===== config.mk =====
export PLATFORM = sky130hd
export DESIGN_NAME = owc_config_decoder
export DESIGN_NICKNAME = d
export VERILOG_FILES = /design/src/hw/owc_pkg.sv /design/src/hw/owc_noise_filter.sv /design/src/hw/owc_config_decoder.sv
export SDC_FILE = /design/constraint.sdc
export NUM_CORES = 1
export LEC_CHECK = 0
export BUFFER_PORTS_ARGS = -buffer_cell sky130_fd_sc_hd__buf_2
export CORE_UTILIZATION = 40
export CTS_CLUSTER_SIZE = 16
export DETAILED_ROUTE_END_ITERATION = 16
export GPL_ROUTABILITY_DRIVEN = 0
export GPL_TIMING_DRIVEN = 0
export PLACE_DENSITY = 0.73
export RECOVER_POWER = 25
export SLEW_MARGIN = 20
export SYNTH_ARGS = -nofsm -noshare
export SYNTH_HDL_FRONTEND = slang
export SYNTH_SLANG_ARGS = --single-unit

===== constraint.sdc =====
create_clock -name clk_i -period 1.9 [get_ports clk_i]
set_clock_uncertainty 0.05 [all_clocks]
set_input_delay 0.19 -clock clk_i [delete_from_list [all_inputs] [get_ports clk_i]]
set_output_delay 0.19 -clock clk_i [all_outputs]
set_load 0.1 [all_outputs]

===== src/hw/owc_pkg.sv =====
// Constants and types for the option word configuration decoder.
// Assumes three 13-bit option words held static by the storage array.
package owc_pkg;

  typedef logic [12:0] owc_word_t;

  // Word 0 field positions
  localparam int unsigned W0_NOISE_WIDTH_BIT = 11;
  localparam int unsigned W0_NOISE_DIS_BIT = 10;
  localparam int unsigned W0_RSTPIN_BIT = 9;
  localparam int unsigned W0_CLKS_LSB = 7;
  localparam int unsigned W0_WDT_BIT = 6;
  localparam int unsigned W0_OSC_LSB = 3;
  localparam int unsigned W0_PROT_LSB = 0;
  // Word 1 field positions
  localparam int unsigned W1_SRC_BIT = 12;
  localparam int unsigned W1_TCLK_BIT = 11;
  localparam int unsigned W1_RCM_LSB = 2;
  localparam int unsigned W1_LVR_LSB = 0;
  // Word 2 field positions
  localparam int unsigned W2_TRIM_LSB = 9;
  localparam int unsigned W2_SUB_FAST_BIT = 4;

  // Oscillator mode codes
  localparam logic [2:0] OSC_CODE_XT = 3'h0;
  localparam logic [2:0] OSC_CODE_HIGH_XTAL = 3'h1;
  localparam logic [2:0] OSC_CODE_LOW_XTAL1 = 3'h2;
  localparam logic [2:0] OSC_CODE_LOW_XTAL2 = 3'h3;

  // Instruction period codes and clock counts
  localparam logic [1:0] CLKS_CODE_4 = 2'h0;
  localparam logic [1:0] CLKS_CODE_2 = 2'h1;
  localparam logic [1:0] CLKS_CODE_8 = 2'h2;
  localparam logic [4:0] INSTR_CLK_2 = 5'h02;
  localparam logic [4:0] INSTR_CLK_4 = 5'h04;
  localparam logic [4:0] INSTR_CLK_8 = 5'h08;
  localparam logic [4:0] INSTR_CLK_16 = 5'h10;

  // Internal RC frequency codes and nominal MHz
  localparam logic [1:0] RCM_CODE_4M = 2'h0;
  localparam logic [1:0] RCM_CODE_16M = 2'h1;
  localparam logic [1:0] RCM_CODE_8M = 2'h2;
  localparam logic [4:0] RC_MHZ_1 = 5'h01;
  localparam logic [4:0] RC_MHZ_4 = 5'h04;
  localparam logic [4:0] RC_MHZ_8 = 5'h08;
  localparam logic [4:0] RC_MHZ_16 = 5'h10;

  // Low-voltage reset level codes
  localparam logic [1:0] LVR_CODE_OFF = 2'h0;
  localparam logic [1:0] LVR_CODE_2V7 = 2'h1;
  localparam logic [1:0] LVR_CODE_3V5 = 2'h2;

  // Noise filter widths in oscillator periods
  localparam logic [5:0] NR_SHORT_CYC = 6'h08;
  localparam logic [5:0] NR_LONG_CYC = 6'h20;

  // Reset values
  localparam logic INT_IDLE_LEVEL = 1'h1;
  localparam logic [5:0] PIN_SYNC_RST = 6'h18;

  typedef enum logic [2:0] {
    OSC_XT, OSC_HIGH_XTAL, OSC_LOW_XTAL1, OSC_LOW_XTAL2, OSC_INT_RC, OSC_EXT_RC
  } owc_osc_e;

  typedef struct packed {
    owc_osc_e osc_mode;
    logic rc_clock_output;
    logic osc_pins_dedicated;
    logic osc_input_gpio;
    logic noise_pulse_short;
    logic noise_reject_on;
    logic reset_pin_select;
    logic [4:0] instr_clocks;
    logic watchdog_enable;
    logic code_protect;
    logic rc_freq_source_sel;
    logic [1:0] rc_freq_sel;
    logic timer_clock_pin_sel;
    logic [1:0] lvr_sel;
    logic sub_osc_fast;
    logic [3:0] sub_osc_trim;
  } owc_cfg_s;

  localparam owc_cfg_s CFG_RESET = '0;

endpackage : owc_pkg


===== src/hw/owc_noise_filter.sv =====
// Pulse-width noise filter for the external interrupt pin.
// Assumes pin_i is already synchronised to clk_i.
module owc_noise_filter
  import owc_pkg::*;
(
  // Clock and reset
  input wire logic clk_i,
  input wire logic rst_i,
  input wire logic clk_en_i,
  // Control
  input wire logic bypass_i,
  input wire logic short_i,
  // Pin in, filtered level out
  input wire logic pin_i,
  output logic level_o
);
  logic [5:0] cnt_reg;
  logic level_reg;
  logic [5:0] need;

  assign need = short_i ? NR_SHORT_CYC : NR_LONG_CYC;
  assign level_o = level_reg;

  // Unless bypassed, level only moves after the pin differs for the full width
  always_ff @(posedge clk_i or posedge rst_i) begin
    if (rst_i) begin
      cnt_reg <= 6'h00;
      level_reg <= INT_IDLE_LEVEL;
    end else if (clk_en_i) begin
      if (bypass_i || pin_i == level_reg) begin
        cnt_reg <= 6'h00;
        level_reg <= pin_i;
      end else if (cnt_reg + 6'h01 >= need) begin
        cnt_reg <= 6'h00;
        level_reg <= pin_i;
      end else begin
        cnt_reg <= cnt_reg + 6'h01;
      end
    end
  end
endmodule : owc_noise_filter


===== src/hw/owc_config_decoder.sv =====
// Option word configuration decoder: latches the three option words at
// reset, drives static controls, filters the external interrupt and
// handles comparator wake. Assumes words are static from storage.
module owc_config_decoder
  import owc_pkg::*;
(
  // Clock, reset, enable
  input wire logic clk_i,
  input wire logic rst_i,
  input wire logic clk_en_i,
  // Option words from storage
  input wire owc_pkg::owc_word_t word0_i,
  input wire owc_pkg::owc_word_t word1_i,
  input wire owc_pkg::owc_word_t word2_i,
  // Core state and runtime controls
  input wire logic sleep_i,
  input wire logic cmp_enable_i,
  input wire logic cmp_flag_clr_i,
  input wire logic [1:0] runtime_rc_sel_i,
  // Asynchronous pins and analog levels
  input wire logic cmp_out_i,
  input wire logic ext_int_pin_i,
  input wire logic ext_reset_pin_n_i,
  input wire logic [2:0] vdd_ok_i,
  // Decoded configuration
  output owc_pkg::owc_cfg_s cfg_o,
  output logic cfg_valid_o,
  output logic [1:0] rc_freq_sel_o,
  output logic [4:0] rc_freq_mhz_o,
  // Reset, timing and events
  output logic core_reset_o,
  output logic instr_tick_o,
  output logic ext_int_o,
  output logic cmp_flag_o,
  output logic wake_o
);

  typedef enum logic {ST_LOAD, ST_RUN} owc_state_e;

  owc_state_e state_reg;
  owc_cfg_s cfg_reg;
  logic cfg_valid_reg;
  logic [5:0] sync1_reg;
  logic [5:0] sync2_reg;
  logic cmp_s;
  logic int_s;
  logic rst_n_s;
  logic [2:0] vdd_s;
  logic cmp_prev_reg;
  logic cmp_change;
  logic cmp_flag_reg;
  logic wake_reg;
  logic nr_bypass;
  logic filt_q;
  logic filt_d1_reg;
  logic ext_int_reg;
  logic lvr_low;
  logic ext_rst;
  logic core_reset_reg;
  logic [3:0] tick_cnt_reg;
  logic instr_tick_reg;
  logic [1:0] rc_sel_reg;
  logic [4:0] rc_mhz_reg;
  logic [1:0] rc_sel_next;
  logic [4:0] rc_mhz_next;

  // Words decode; fixed bits and RC trim bits are ignored
  function automatic owc_cfg_s decode_words(input owc_word_t w0, input owc_word_t w1,
                                            input owc_word_t w2);
    owc_cfg_s c;
    logic [2:0] osc;
    logic [1:0] clks;
    c = CFG_RESET;
    osc = w0[W0_OSC_LSB +: 3];
    clks = w0[W0_CLKS_LSB +: 2];
    case (osc)
      OSC_CODE_XT: c.osc_mode = OSC_XT;
      OSC_CODE_HIGH_XTAL: c.osc_mode = OSC_HIGH_XTAL;
      OSC_CODE_LOW_XTAL1: c.osc_mode = OSC_LOW_XTAL1;
      OSC_CODE_LOW_XTAL2: c.osc_mode = OSC_LOW_XTAL2;
      default: c.osc_mode = osc[1] ? OSC_EXT_RC : OSC_INT_RC;
    endcase
    c.rc_clock_output = osc[2] & osc[0];
    c.osc_pins_dedicated = (c.osc_mode != OSC_INT_RC);
    c.osc_input_gpio = (c.osc_mode == OSC_INT_RC);
    c.noise_pulse_short = w0[W0_NOISE_WIDTH_BIT];
    c.noise_reject_on = ~w0[W0_NOISE_DIS_BIT] & (osc[2] | ~osc[1]);
    c.reset_pin_select = w0[W0_RSTPIN_BIT];
    case (clks)
      CLKS_CODE_4: c.instr_clocks = INSTR_CLK_4;
      CLKS_CODE_2: c.instr_clocks = INSTR_CLK_2;
      CLKS_CODE_8: c.instr_clocks = INSTR_CLK_8;
      default: c.instr_clocks = INSTR_CLK_16;
    endcase
    c.watchdog_enable = w0[W0_WDT_BIT];
    // Mixed codes protect too: failing safe beats leaking code
    c.code_protect = |w0[W0_PROT_LSB +: 3];
    c.rc_freq_source_sel = w1[W1_SRC_BIT];
    c.rc_freq_sel = w1[W1_RCM_LSB +: 2];
    c.timer_clock_pin_sel = w1[W1_TCLK_BIT];
    c.lvr_sel = w1[W1_LVR_LSB +: 2];
    c.sub_osc_fast = w2[W2_SUB_FAST_BIT];
    c.sub_osc_trim = w2[W2_TRIM_LSB +: 4];
    return c;
  endfunction : decode_words

  // Two-stage synchronisers for pins and analog level detectors
  always_ff @(posedge clk_i or posedge rst_i) begin
    if (rst_i) begin
      sync1_reg <= PIN_SYNC_RST;
      sync2_reg <= PIN_SYNC_RST;
    end else if (clk_en_i) begin
      sync1_reg <= {cmp_out_i, ext_int_pin_i, ext_reset_pin_n_i, vdd_ok_i};
      sync2_reg <= sync1_reg;
    end
  end

  assign cmp_s = sync2_reg[5];
  assign int_s = sync2_reg[4];
  assign rst_n_s = sync2_reg[3];
  assign vdd_s = sync2_reg[2:0];

  // Words are taken once, on the first enabled edge after reset.
  // No write path exists, so software cannot alter them.
  always_ff @(posedge clk_i or posedge rst_i) begin
    if (rst_i) begin
      state_reg <= ST_LOAD;
      cfg_reg <= CFG_RESET;
      cfg_valid_reg <= 1'h0;
    end else if (clk_en_i) begin
      case (state_reg)
        ST_LOAD: begin
          cfg_reg <= decode_words(word0_i, word1_i, word2_i);
          cfg_valid_reg <= 1'h1;
          state_reg <= ST_RUN;
        end
        ST_RUN: begin
          state_reg <= ST_RUN;
        end
        default: begin
          state_reg <= ST_LOAD;
        end
      endcase
    end
  end

  assign cfg_o = cfg_reg;
  assign cfg_valid_o = cfg_valid_reg;

  // Reset sources: load pending, low supply, external reset pin
  always_comb begin
    case (cfg_reg.lvr_sel)
      LVR_CODE_OFF: lvr_low = 1'h0;
      LVR_CODE_2V7: lvr_low = ~vdd_s[0];
      LVR_CODE_3V5: lvr_low = ~vdd_s[1];
      default: lvr_low = ~vdd_s[2];
    endcase
  end

  assign ext_rst = cfg_reg.reset_pin_select & ~rst_n_s;

  always_ff @(posedge clk_i or posedge rst_i) begin
    if (rst_i) begin
      core_reset_reg <= 1'h1;
    end else if (clk_en_i) begin
      core_reset_reg <= ~cfg_valid_reg | lvr_low | ext_rst;
    end
  end

  assign core_reset_o = core_reset_reg;

  // Instruction cycle tick from the decoded period
  always_ff @(posedge clk_i or posedge rst_i) begin
    if (rst_i) begin
      tick_cnt_reg <= 4'h0;
      instr_tick_reg <= 1'h0;
    end else if (clk_en_i) begin
      if (core_reset_reg) begin
        tick_cnt_reg <= 4'h0;
        instr_tick_reg <= 1'h0;
      end else if ({1'h0, tick_cnt_reg} == cfg_reg.instr_clocks - 5'h01) begin
        tick_cnt_reg <= 4'h0;
        instr_tick_reg <= 1'h1;
      end else begin
        tick_cnt_reg <= tick_cnt_reg + 4'h1;
        instr_tick_reg <= 1'h0;
      end
    end
  end

  assign instr_tick_o = instr_tick_reg;

  // Internal RC frequency: option field or runtime bank register
  always_comb begin
    rc_sel_next = cfg_reg.rc_freq_source_sel ? runtime_rc_sel_i
                                             : cfg_reg.rc_freq_sel;
    case (rc_sel_next)
      RCM_CODE_4M: rc_mhz_next = RC_MHZ_4;
      RCM_CODE_16M: rc_mhz_next = RC_MHZ_16;
      RCM_CODE_8M: rc_mhz_next = RC_MHZ_8;
      default: rc_mhz_next = RC_MHZ_1;
    endcase
  end

  always_ff @(posedge clk_i or posedge rst_i) begin
    if (rst_i) begin
      rc_sel_reg <= RCM_CODE_4M;
      rc_mhz_reg <= RC_MHZ_4;
    end else if (clk_en_i) begin
      rc_sel_reg <= rc_sel_next;
      rc_mhz_reg <= rc_mhz_next;
    end
  end

  assign rc_freq_sel_o = rc_sel_reg;
  assign rc_freq_mhz_o = rc_mhz_reg;

  // Filter bypassed when disabled, asleep, or in a low crystal mode.
  // Asleep the raw pin still raises ext_int_o but does not drive wake_o; only the width check is lost.
  assign nr_bypass = ~cfg_reg.noise_reject_on | sleep_i
                     | (cfg_reg.osc_mode == OSC_LOW_XTAL1)
                     | (cfg_reg.osc_mode == OSC_LOW_XTAL2);

  owc_noise_filter i_owc_noise_filter (
    .clk_i(clk_i),
    .rst_i(rst_i),
    .clk_en_i(clk_en_i),
    .bypass_i(nr_bypass),
    .short_i(cfg_reg.noise_pulse_short),
    .pin_i(int_s),
    .level_o(filt_q)
  );

  // Falling edge of the filtered level raises one pulse
  always_ff @(posedge clk_i or posedge rst_i) begin
    if (rst_i) begin
      filt_d1_reg <= INT_IDLE_LEVEL;
      ext_int_reg <= 1'h0;
    end else if (clk_en_i) begin
      filt_d1_reg <= filt_q;
      ext_int_reg <= filt_d1_reg & ~filt_q;
    end
  end

  assign ext_int_o = ext_int_reg;

  // Comparator change detect; no sleep gating so it stays live asleep
  assign cmp_change = cmp_enable_i & (cmp_s != cmp_prev_reg);

  always_ff @(posedge clk_i or posedge rst_i) begin
    if (rst_i) begin
      cmp_prev_reg <= 1'h0;
    end else if (clk_en_i) begin
      cmp_prev_reg <= cmp_s;
    end
  end

  // Set wins over clear so a change during the clear is kept
  always_ff @(posedge clk_i or posedge rst_i) begin
    if (rst_i) begin
      cmp_flag_reg <= 1'h0;
    end else if (clk_en_i) begin
      if (cmp_change) begin
        cmp_flag_reg <= 1'h1;
      end else if (cmp_flag_clr_i) begin
        cmp_flag_reg <= 1'h0;
      end
    end
  end

  always_ff @(posedge clk_i or posedge rst_i) begin
    if (rst_i) begin
      wake_reg <= 1'h0;
    end else if (clk_en_i) begin
      wake_reg <= sleep_i & cmp_change;
    end
  end

  assign cmp_flag_o = cmp_flag_reg;
  assign wake_o = wake_reg;
endmodule : owc_config_decoder


-- Word-level counts from Yosys, hierarchy flattened
Index checks and enable logic that the tools add are counted.
- output and inout port bits: 40
- bits in registers: 66
- word-level logic and storage cells: 104
- input port bits: 53
- reductions and logical operators: 11
- $add $sub $neg: 3
- eq/ne operators: 16
- mux-type cells: 19
- bitwise gates (word level): 22
- magnitude comparators: 1
- operators with widths (cell ; count):
    5-bit one-hot mux with 3 select lines ; 2
    6-bit two-way mux ; 3
    3-bit by 2-bit == test with 1-bit output (second input constant) ; 4
    3-bit one-hot mux with 4 select lines ; 1
    1-bit NOT ; 10
    4-bit two-way mux ; 2
    1-bit two-way mux ; 7
    6-bit by 1-bit adder with 6-bit output (second input constant) ; 1
    1-bit AND ; 6
    2-bit by 1-bit == test with 1-bit output (second input constant) ; 3
    2-bit == test (second input constant) ; 3
    6-bit >= comparator ; 1
    2-bit logical NOT ; 3
    3-bit two-way mux ; 2
    1-bit bitwise OR ; 6
    2-bit AND reduction ; 3
    4-bit by 5-bit == test with 1-bit output ; 1
    5-bit by 1-bit subtractor with 5-bit output (second input constant) ; 1
    4-bit by 1-bit adder with 4-bit output (second input constant) ; 1
    2-bit nonzero test ; 2
    3-bit by 1-bit == test with 1-bit output (second input constant) ; 1
    3-bit == test (second input constant) ; 1
    3-bit logical NOT ; 1
    3-bit != test (second input constant) ; 1
    6 further kinds ; 6

-- Longest topological paths before layout
Gate-level depths: netlist of the first run.
- word-level depth: 7
- gate-level depth with buffers: 9
- mapped depth without buffers: 9

-- By module
A second synthesis of the first run with hierarchy kept.
- cell total of the unflattened synthesis: 240
- area total of the unflattened synthesis: 2907.8 um^2
- modules (own cells, without submodules) (module ; instances ; seq. area each (um^2) ; cells each ; area each (um^2)):
    owc_config_decoder ; 1 ; 1435.1 ; 192 ; 2404.8
    owc_noise_filter ; 1 ; 176.4 ; 48 ; 503.0

-- Least setup slack after synthesis of the first run
OpenSTA, ideal clock, no wires.
- path type: register to register
- start: reg cfg_reg (netlist bit cfg_o[14])
- end: reg tick_cnt_reg[3]
- period minus slack after synthesis: 2540 ps
- path buffers: 0
- data required time: 1732 ps
- slack: -640 ps
- arrival time: 2372 ps
- stages on the path, launching flop included: 8
- setup time: 118 ps
- path through: dfrtp_1 > inv_1 > ha_1 > xor2_1 > or4bb_1 > a41oi_2 > a21oi_1 > a21o_1
- longest elaborated chain between the ends: 4
- ends and longest elaborated chain (what ; RTL line ; source):
    start: declaration ; owc_config_decoder.sv:41 ; owc_cfg_s cfg_reg;
    start signal: assignment ; owc_config_decoder.sv:133 ; cfg_reg <= decode_words(word0_i, word1_i, word2_i);
    5-bit by 1-bit subtractor with 5-bit output ; owc_config_decoder.sv:181 ; end else if ({1'h0, tick_cnt_reg} == cfg_reg.instr_clocks - 5'h01) begin
    4-bit by 5-bit == test with 1-bit output ; owc_config_decoder.sv:181 ;
    4-bit two-way mux ; owc_config_decoder.sv:181 ;
    4-bit two-way mux ; owc_config_decoder.sv:178 ; if (core_reset_reg) begin
    end signal: assignment ; owc_config_decoder.sv:185 ; tick_cnt_reg <= tick_cnt_reg + 4'h1;
    end: declaration ; owc_config_decoder.sv:60 ; logic [3:0] tick_cnt_reg;
No other way between the ends.
A chain may end at the register's enable or synchronous reset.

-- Worst setup path in the final report of the first run
- start: reg i_owc_noise_filter.cnt_reg[0]
- end: reg i_owc_noise_filter.level_reg, in the netlist i_owc_noise_filter.level_o
- longest elaborated chain between the ends: 4
- ends and longest elaborated chain (what ; RTL line ; source):
    start: declaration ; owc_noise_filter.sv:17 ; logic [5:0] cnt_reg;
    start signal: assignment ; owc_noise_filter.sv:37 ; cnt_reg <= cnt_reg + 6'h01;
    6-bit by 1-bit adder with 6-bit output ; owc_noise_filter.sv:33 ; end else if (cnt_reg + 6'h01 >= need) begin
    6-bit >= comparator ; owc_noise_filter.sv:33 ;
    2-bit nonzero test (no source line) ; n/a ;
    2-bit AND reduction (no source line) ; n/a ;
    end signal: assignment ; owc_noise_filter.sv:32 ; level_reg <= pin_i;
    end signal: assignment ; owc_noise_filter.sv:35 ; level_reg <= pin_i;
    end: declaration ; owc_noise_filter.sv:18 ; logic level_reg;
No other way between the ends.

==> results of run 1 <==
[stage by stage]
stage	TNS (ns)	setup slack [ns]	util, %	power [mW]
after floorplan	-1.33	-0.243	-	2.77
after global placement	-43.32	-0.919	49.4	2.99
after detailed placement	-2.22	-0.430	49.7	3.03
after CTS	-1.00	-0.230	55.7	4.40
after global routing	-6.41	-0.278	57.5	4.60
final	-1.15	-0.227	57.5	4.41
[worst register-to-register path: cells and delay by family, from the launching register on]
family	cells	cell delay [ns]
fa+ha+maj	1	0.17
simple gates	4	0.50
compound gates	2	0.47
flops	1	0.38
xor+xnor	1	0.18
mux	1	0.30
[cell usage after synthesis, drive strengths merged (2+ instances only)]
master / number
dfrtp: 56
mux2: 34
nand2: 20
o21ai: 15
inv: 12
dfstp: 8
nor2: 8
buf: 7
xor2: 7
clkbuf: 6
ha: 6
nand2b: 6
nand3: 6
a21o: 5
o2bb2ai: 5
a21oi: 4
mux2i: 3
a31oi: 2
and3: 2
nor3: 2
nor4b: 2
o21a: 2
[area by class of cell]
| type | count | area share [%] |
|---|---|---|
| Clock inverter | 3 | 1.65 |
| Inverter | 12 | 1.17 |
| Timing Repair Buffer | 93 | 13.5 |
| Multi-Input combinational cell | 151 | 34.1 |
| Clock buffer | 13 | 4.02 |
| Tap cell | 96 | 3.04 |
| Sequential cell | 64 | 40.8 |
| Buffer | 13 | 1.65 |
[cells by family after synthesis]
group,Yosys count,synth area share (%)
buffers and inverters,25,3.84
DFF,64,56.1
and+or+nand+nor,54,10.1
muxes,37,14.4
AOI/OAI and AO/OA,43,10.3
xor gates and xnor gates,8,2.44
adders and majority gates,6,2.62
other,1,0.131
[per-layer routing]
metal  track usage (%)  vias up  part of all wire [%]
met5                 0        -                     0
met4              7.88        0                  0.81
met3              5.05        7                   3.5
met2              30.0       47                    51
met1              23.7     1116                    44
li1                  -     1042                     -
[worst max-delay path by stage]
stage,endpoint,slack [ns],cells past startpoint
CTS,i_owc_noise_filter.level_o,-0.23,9
global placement,cfg_o[15],-0.92,2
floorplan,tick_cnt_reg[3],-0.24,7
finish,i_owc_noise_filter.level_o,-0.23,9
global route,i_owc_noise_filter.cnt_reg[0],-0.28,10
detailed placement,i_owc_noise_filter.level_o,-0.43,9
[repair_timing]
| action | 4_1_cts | 5_1_grt |
|---|---|---|
| endpoints found under the setup margin | 9 | 9 |
| hold endpoints to repair | 26 | 0 |
| gates cloned | 1 | 0 |
| gates resized for setup | 8 | 16 |
| hold buffers | 9 | 0 |
| setup buffers | 6 | 3 |
| pin swaps | 11 | 7 |
[where the power goes]
group | switching (mW) | internal, mW | total [mW]
Combinational | 1.05 | 0.335 | 1.38
Sequential | 0.147 | 1.56 | 1.71
Clock | 0.510 | 0.810 | 1.32
Total | 1.71 | 2.70 | 4.41
==> run summary, run 1 <==
synthesis-to-layout area growth: 37.7%
Worst VDD drop: 521 µV
reg2reg path depth: 9
worst-path cell chain: and3_4, nand3_4, xnor2_4, ha_4, nor2_4, o2111ai_4, a211o_4, nand2_2, mux2_4
commonest non-fill, non-tap cells in the layout: buf_2, dfrtp_1, mux2_1
Routed Antenna Nets: 0
Power Dens Cells: 1120 mW/mm²
final period utilization: 112%
worst hold start: ext_reset_pin_n_i
Critical Path End Type: flip-flop
Hold Path End: sync1_reg[3]
die extent in y: 86.7 µm
hold depth: 2
Req. time, crit path: 2.12 ns
CTS root buffer: clkbuf_8
top-area cell type share of the netlist area: 48.8%
Post-Layout Cell Count: 445
Die W: 86.7 µm
clock latency on the worst-skew pair: 0.34 ns
Via Count: 2212
Fin. Hold Viols: 0
Core Area: 0.00687 mm²
status: finished, violations left
total gr overflow: 0
Seq/Total Area, Yosys: 56.1%
unique cell type count in the Yosys netlist: 47
Yosys Warn Count: 0
max reg flops: 26
Buf+Inv Stages, Crit Path: 0
clock buffer depth: 2
sequential cell area: 0.00161 mm²
Synth Flop Type: dfrtp_1
CP arrival: 2.34 ns
CTS tree: built
placed cells: 410
TritonRoute pass-1 iters: 4
CP delay by family, top: simple AND/OR/NAND/NOR gates
Critical Path Start: i_owc_noise_filter.cnt_reg[0]
DIE AREA: 0.00752 mm²
htree depth: 3
failing checks: negative setup slack
gr usage total: 18.6%
top cells by area, synth: dfrtp_1, mux2_1, dfstp_2
#FFs+latches synth: 64
slowest CP cell: dfrtp_1
post-synthesis cell count: 238
final max-slew violation count: 0
Starting DRT DRC Count: 98
first-pass GRT wire length: 10.3 mm
routed len/inst: 14.5 µm
Worst Hold Class: primary input to flip-flop
Max-cap violations: 0
RSZ-0062 raised after global routing: yes
flop-to-flop setup slack: -0.23 ns
fill cell count: 571
minimum clock period: 2.13 ns
initial core utilization: 41.8%
average size of a mapped cell: 12.1 µm²
Startpoint Class: flip-flop
post-layout instance area: 0.00395 mm²
fmax: 470 MHz
initial antenna violation count: 0
crit-path max FO: 5
hpwl dp: 4.25 mm
clk sinks: 64
worst r2r src: i_owc_noise_filter.cnt_reg[0]
pin count of the biggest net entering global routing: 42
commonest non-fill, non-tap cell in the layout: buf_2
Critical R2R Capture: i_owc_noise_filter.level_o
row count: 30
Worst-Margin Slew: 0.989 ns
residual DRC count: 0
I/O pins: 93
layout cells sized above 1: 41.0%
max incr delay on CP: 0.38 ns
synthesized area: 0.00287 mm²
Multi-input gate area: 0.00135 mm²
CTS Buf Count: 9
Worst-path clk slew: 0.07 ns
Final WS setup: -0.227 ns
Final #Nets: 403
vias per inst: 4.97
Worst Hold Slack: 0.0127 ns
routed wire length: 6.45 mm
Slew headroom: 33.7%
port bufs: 74
DP Area: 0.00341 mm²
ant diodes: 0
critical path class: flip-flop to flip-flop
static leakage: 1.89 nW
Setup-failing EPs final: 8
Async SR Flop Fraction: 100%
EDFF count, synth: 0
area leader, netlist: dfrtp_1
vias in the first global route: 2188
Power figures use the tool's default switching activity.
==> run 2, diff against run 1 <==
==> constraint.sdc (replaced) <==
create_clock -name clk_i -period 1.9 [get_ports clk_i]
set_clock_uncertainty 0.05 [all_clocks]
set_input_delay 0.475 -clock clk_i [delete_from_list [all_inputs] [get_ports clk_i]]
set_output_delay 0.475 -clock clk_i [all_outputs]
set_load 0.1 [all_outputs]
==> run 2 against run 1 <==
  * The run still ends with negative setup slack left
  * Largest cell class unchanged
  * First-iteration DRC count is 27% lower
  * Global-route usage is 0.79 points lower
  * Via count is 2.3% lower
  * Routed wire length is 5.7% higher
  * Clock-buffer cell count is 1 higher
  * Power is 6.6% lower
  * Combinational power hardly changed
  * Clock power is 22% lower
  * Utilization is 1.4 points lower
  * Die area stayed put
  * Hold slack better by 0.080 ns
==> run summary, run 2 (synthesis gave the netlist of run 1 again) <==
final max-slew violation count: 0
Power Dens Cells: 1070 mW/mm²
Logic pwr share: 33.6%
Startpoint Class: flip-flop
Final #Nets: 398
Critical R2R Capture: i_owc_noise_filter.level_o
vias in the first global route: 2115
Final Core Density: 56.1%
vias per inst: 4.92
minimum clock period: 2.11 ns
I/O pins: 93
DP Area: 0.00343 mm²
Critical Path End Type: flip-flop
Routed Antenna Nets: 0
crit-path max FO: 5
gr usage total: 17.8%
Req. time, crit path: 2.11 ns
fmax: 473 MHz
residual DRC count: 0
reg2reg path depth: 9
htree depth: 3
Core Area: 0.00687 mm²
clk sinks: 64
layout cells sized above 1: 43.7%
commonest non-fill, non-tap cells in the layout: buf_2, dfrtp_1, mux2_1
status: finished, violations left
Clk pwr share: 24.9%
CTS tree: built
Starting DRT DRC Count: 72
Slew headroom: 55.0%
Worst-Margin Slew: 0.675 ns
Final WS setup: -0.215 ns
DIE AREA: 0.00752 mm²
slowest CP cell: dfrtp_1
Die W: 86.7 µm
Worst VDD drop: 485 µV
clock buffer depth: 2
ant diodes: 0
total gr overflow: 0
first-pass GRT wire length: 10.1 mm
Worst Hold Slack: 0.0932 ns
routed wire length: 6.82 mm
die extent in y: 86.7 µm
Net Sw Power: 1.69 mW
hpwl dp: 4.35 mm
initial core utilization: 41.8%
flop-to-flop setup slack: -0.21 ns
Setup-failing EPs final: 9
routed len/inst: 15.5 µm
clock latency on the worst-skew pair: 0.34 ns
row count: 30
initial antenna violation count: 0
pin count of the biggest net entering global routing: 29
CP arrival: 2.32 ns
worst r2r src: i_owc_noise_filter.cnt_reg[1]
port bufs: 74
synthesis-to-layout area growth: 34.3%
CTS root buffer: clkbuf_8
CTS Buf Count: 9
TritonRoute pass-1 iters: 4
max incr delay on CP: 0.38 ns
Via Count: 2162
commonest non-fill, non-tap cell in the layout: buf_2
final period utilization: 111%
Fin. Hold Viols: 0
Sw Ratio: 41.1%
static leakage: 1.85 nW
total power: 4.12 mW
RSZ-0062 raised after global routing: yes
Pint: 2.43 mW
Worst-path clk slew: 0.07 ns
Setup Total Neg Slack: -1.22 ns
Worst Hold Class: primary input to async pin
Flop pwr share: 41.5%
most used cell, CP: nand3_4
max reg flops: 26
failing checks: negative setup slack
worst-path cell chain: and3_4, nand3_4, xnor2_4, ha_4, nand3_4, nor2_4, a211o_4, nand2_2, mux2_4
post-layout instance area: 0.00385 mm²
Max-cap violations: 0
critical path class: flip-flop to flip-flop
==> run 2: power by group through the flow <==
| stage | sequential (mW) | combinational [mW] | clock (mW) |
|---|---|---|---|
| detailed placement | 1.73 | 1.31 | 0 |
| CTS | 1.70 | 1.35 | 1.04 |
| global route | 1.74 | 1.45 | 1.09 |
| finish | 1.71 | 1.38 | 1.03 |
| global placement | 1.72 | 1.28 | 0 |
| floorplan | 2.41 | 0.361 | 0 |
==> run 2: worst max-delay path by stage <==
stage | from | end | slack (ns)
finish | i_owc_noise_filter.cnt_reg[1] | i_owc_noise_filter.level_o | -0.21
global route | i_owc_noise_filter.cnt_reg[1] | i_owc_noise_filter.level_o | -0.27
CTS | i_owc_noise_filter.cnt_reg[1] | i_owc_noise_filter.level_o | -0.20
detailed placement | i_owc_noise_filter.cnt_reg[4] | i_owc_noise_filter.level_o | -0.35
global placement | i_owc_noise_filter.cnt_reg[0] | i_owc_noise_filter.level_o | -0.33
floorplan | cfg_o[14] | instr_tick_o | -0.18
==> run 2: timing repair <==
action                     CTS  global route
gates cloned                 1             0
setup endpoints to repair   10            12
buffers inserted             7             5
resized for setup            9            22
pin swaps                   13             5
hold buffers                 0             0
==> run 2: per-layer routing <==
layer / part of all wire (%) / track usage [%] / up-vias
met5: 0 / 0 / -
met4: 1.2 / 7.88 / 0
met3: 4.2 / 4.38 / 9
met2: 52 / 29.1 / 48
met1: 42 / 22.5 / 1071
li1: - / - / 1034
==> run 2: through the flow <==
step                      cells  setup WS, ns
final                       439        -0.215
after global routing        439        -0.274
after CTS                   434        -0.205
after detailed placement    411        -0.346
after global placement      409        -0.328
after floorplan             239        -0.177
==> run 2: final cells by class <==
| type | instances | area, µm² |
|---|---|---|
| Clock inverter | 1 | 5.00 |
| Buffer | 13 | 70.1 |
| Fill cell | 596 | 3010 |
| Inverter | 12 | 46.3 |
| Clock buffer | 14 | 163 |
| Sequential cell | 64 | 1620 |
| Timing Repair Buffer | 88 | 475 |
| Multi-Input combinational cell | 151 | 1360 |
| Tap cell | 96 | 120 |
==> run 2: worst max-delay path, delay by kind of cell, from the launching register on <==
family,cells,cell delay [ns]
xor gates and xnor gates,1,0.23
adders and majority gates,1,0.25
and+or+nand+nor,5,0.48
AOI/OAI and AO/OA,1,0.35
muxes,1,0.29
DFF,1,0.38
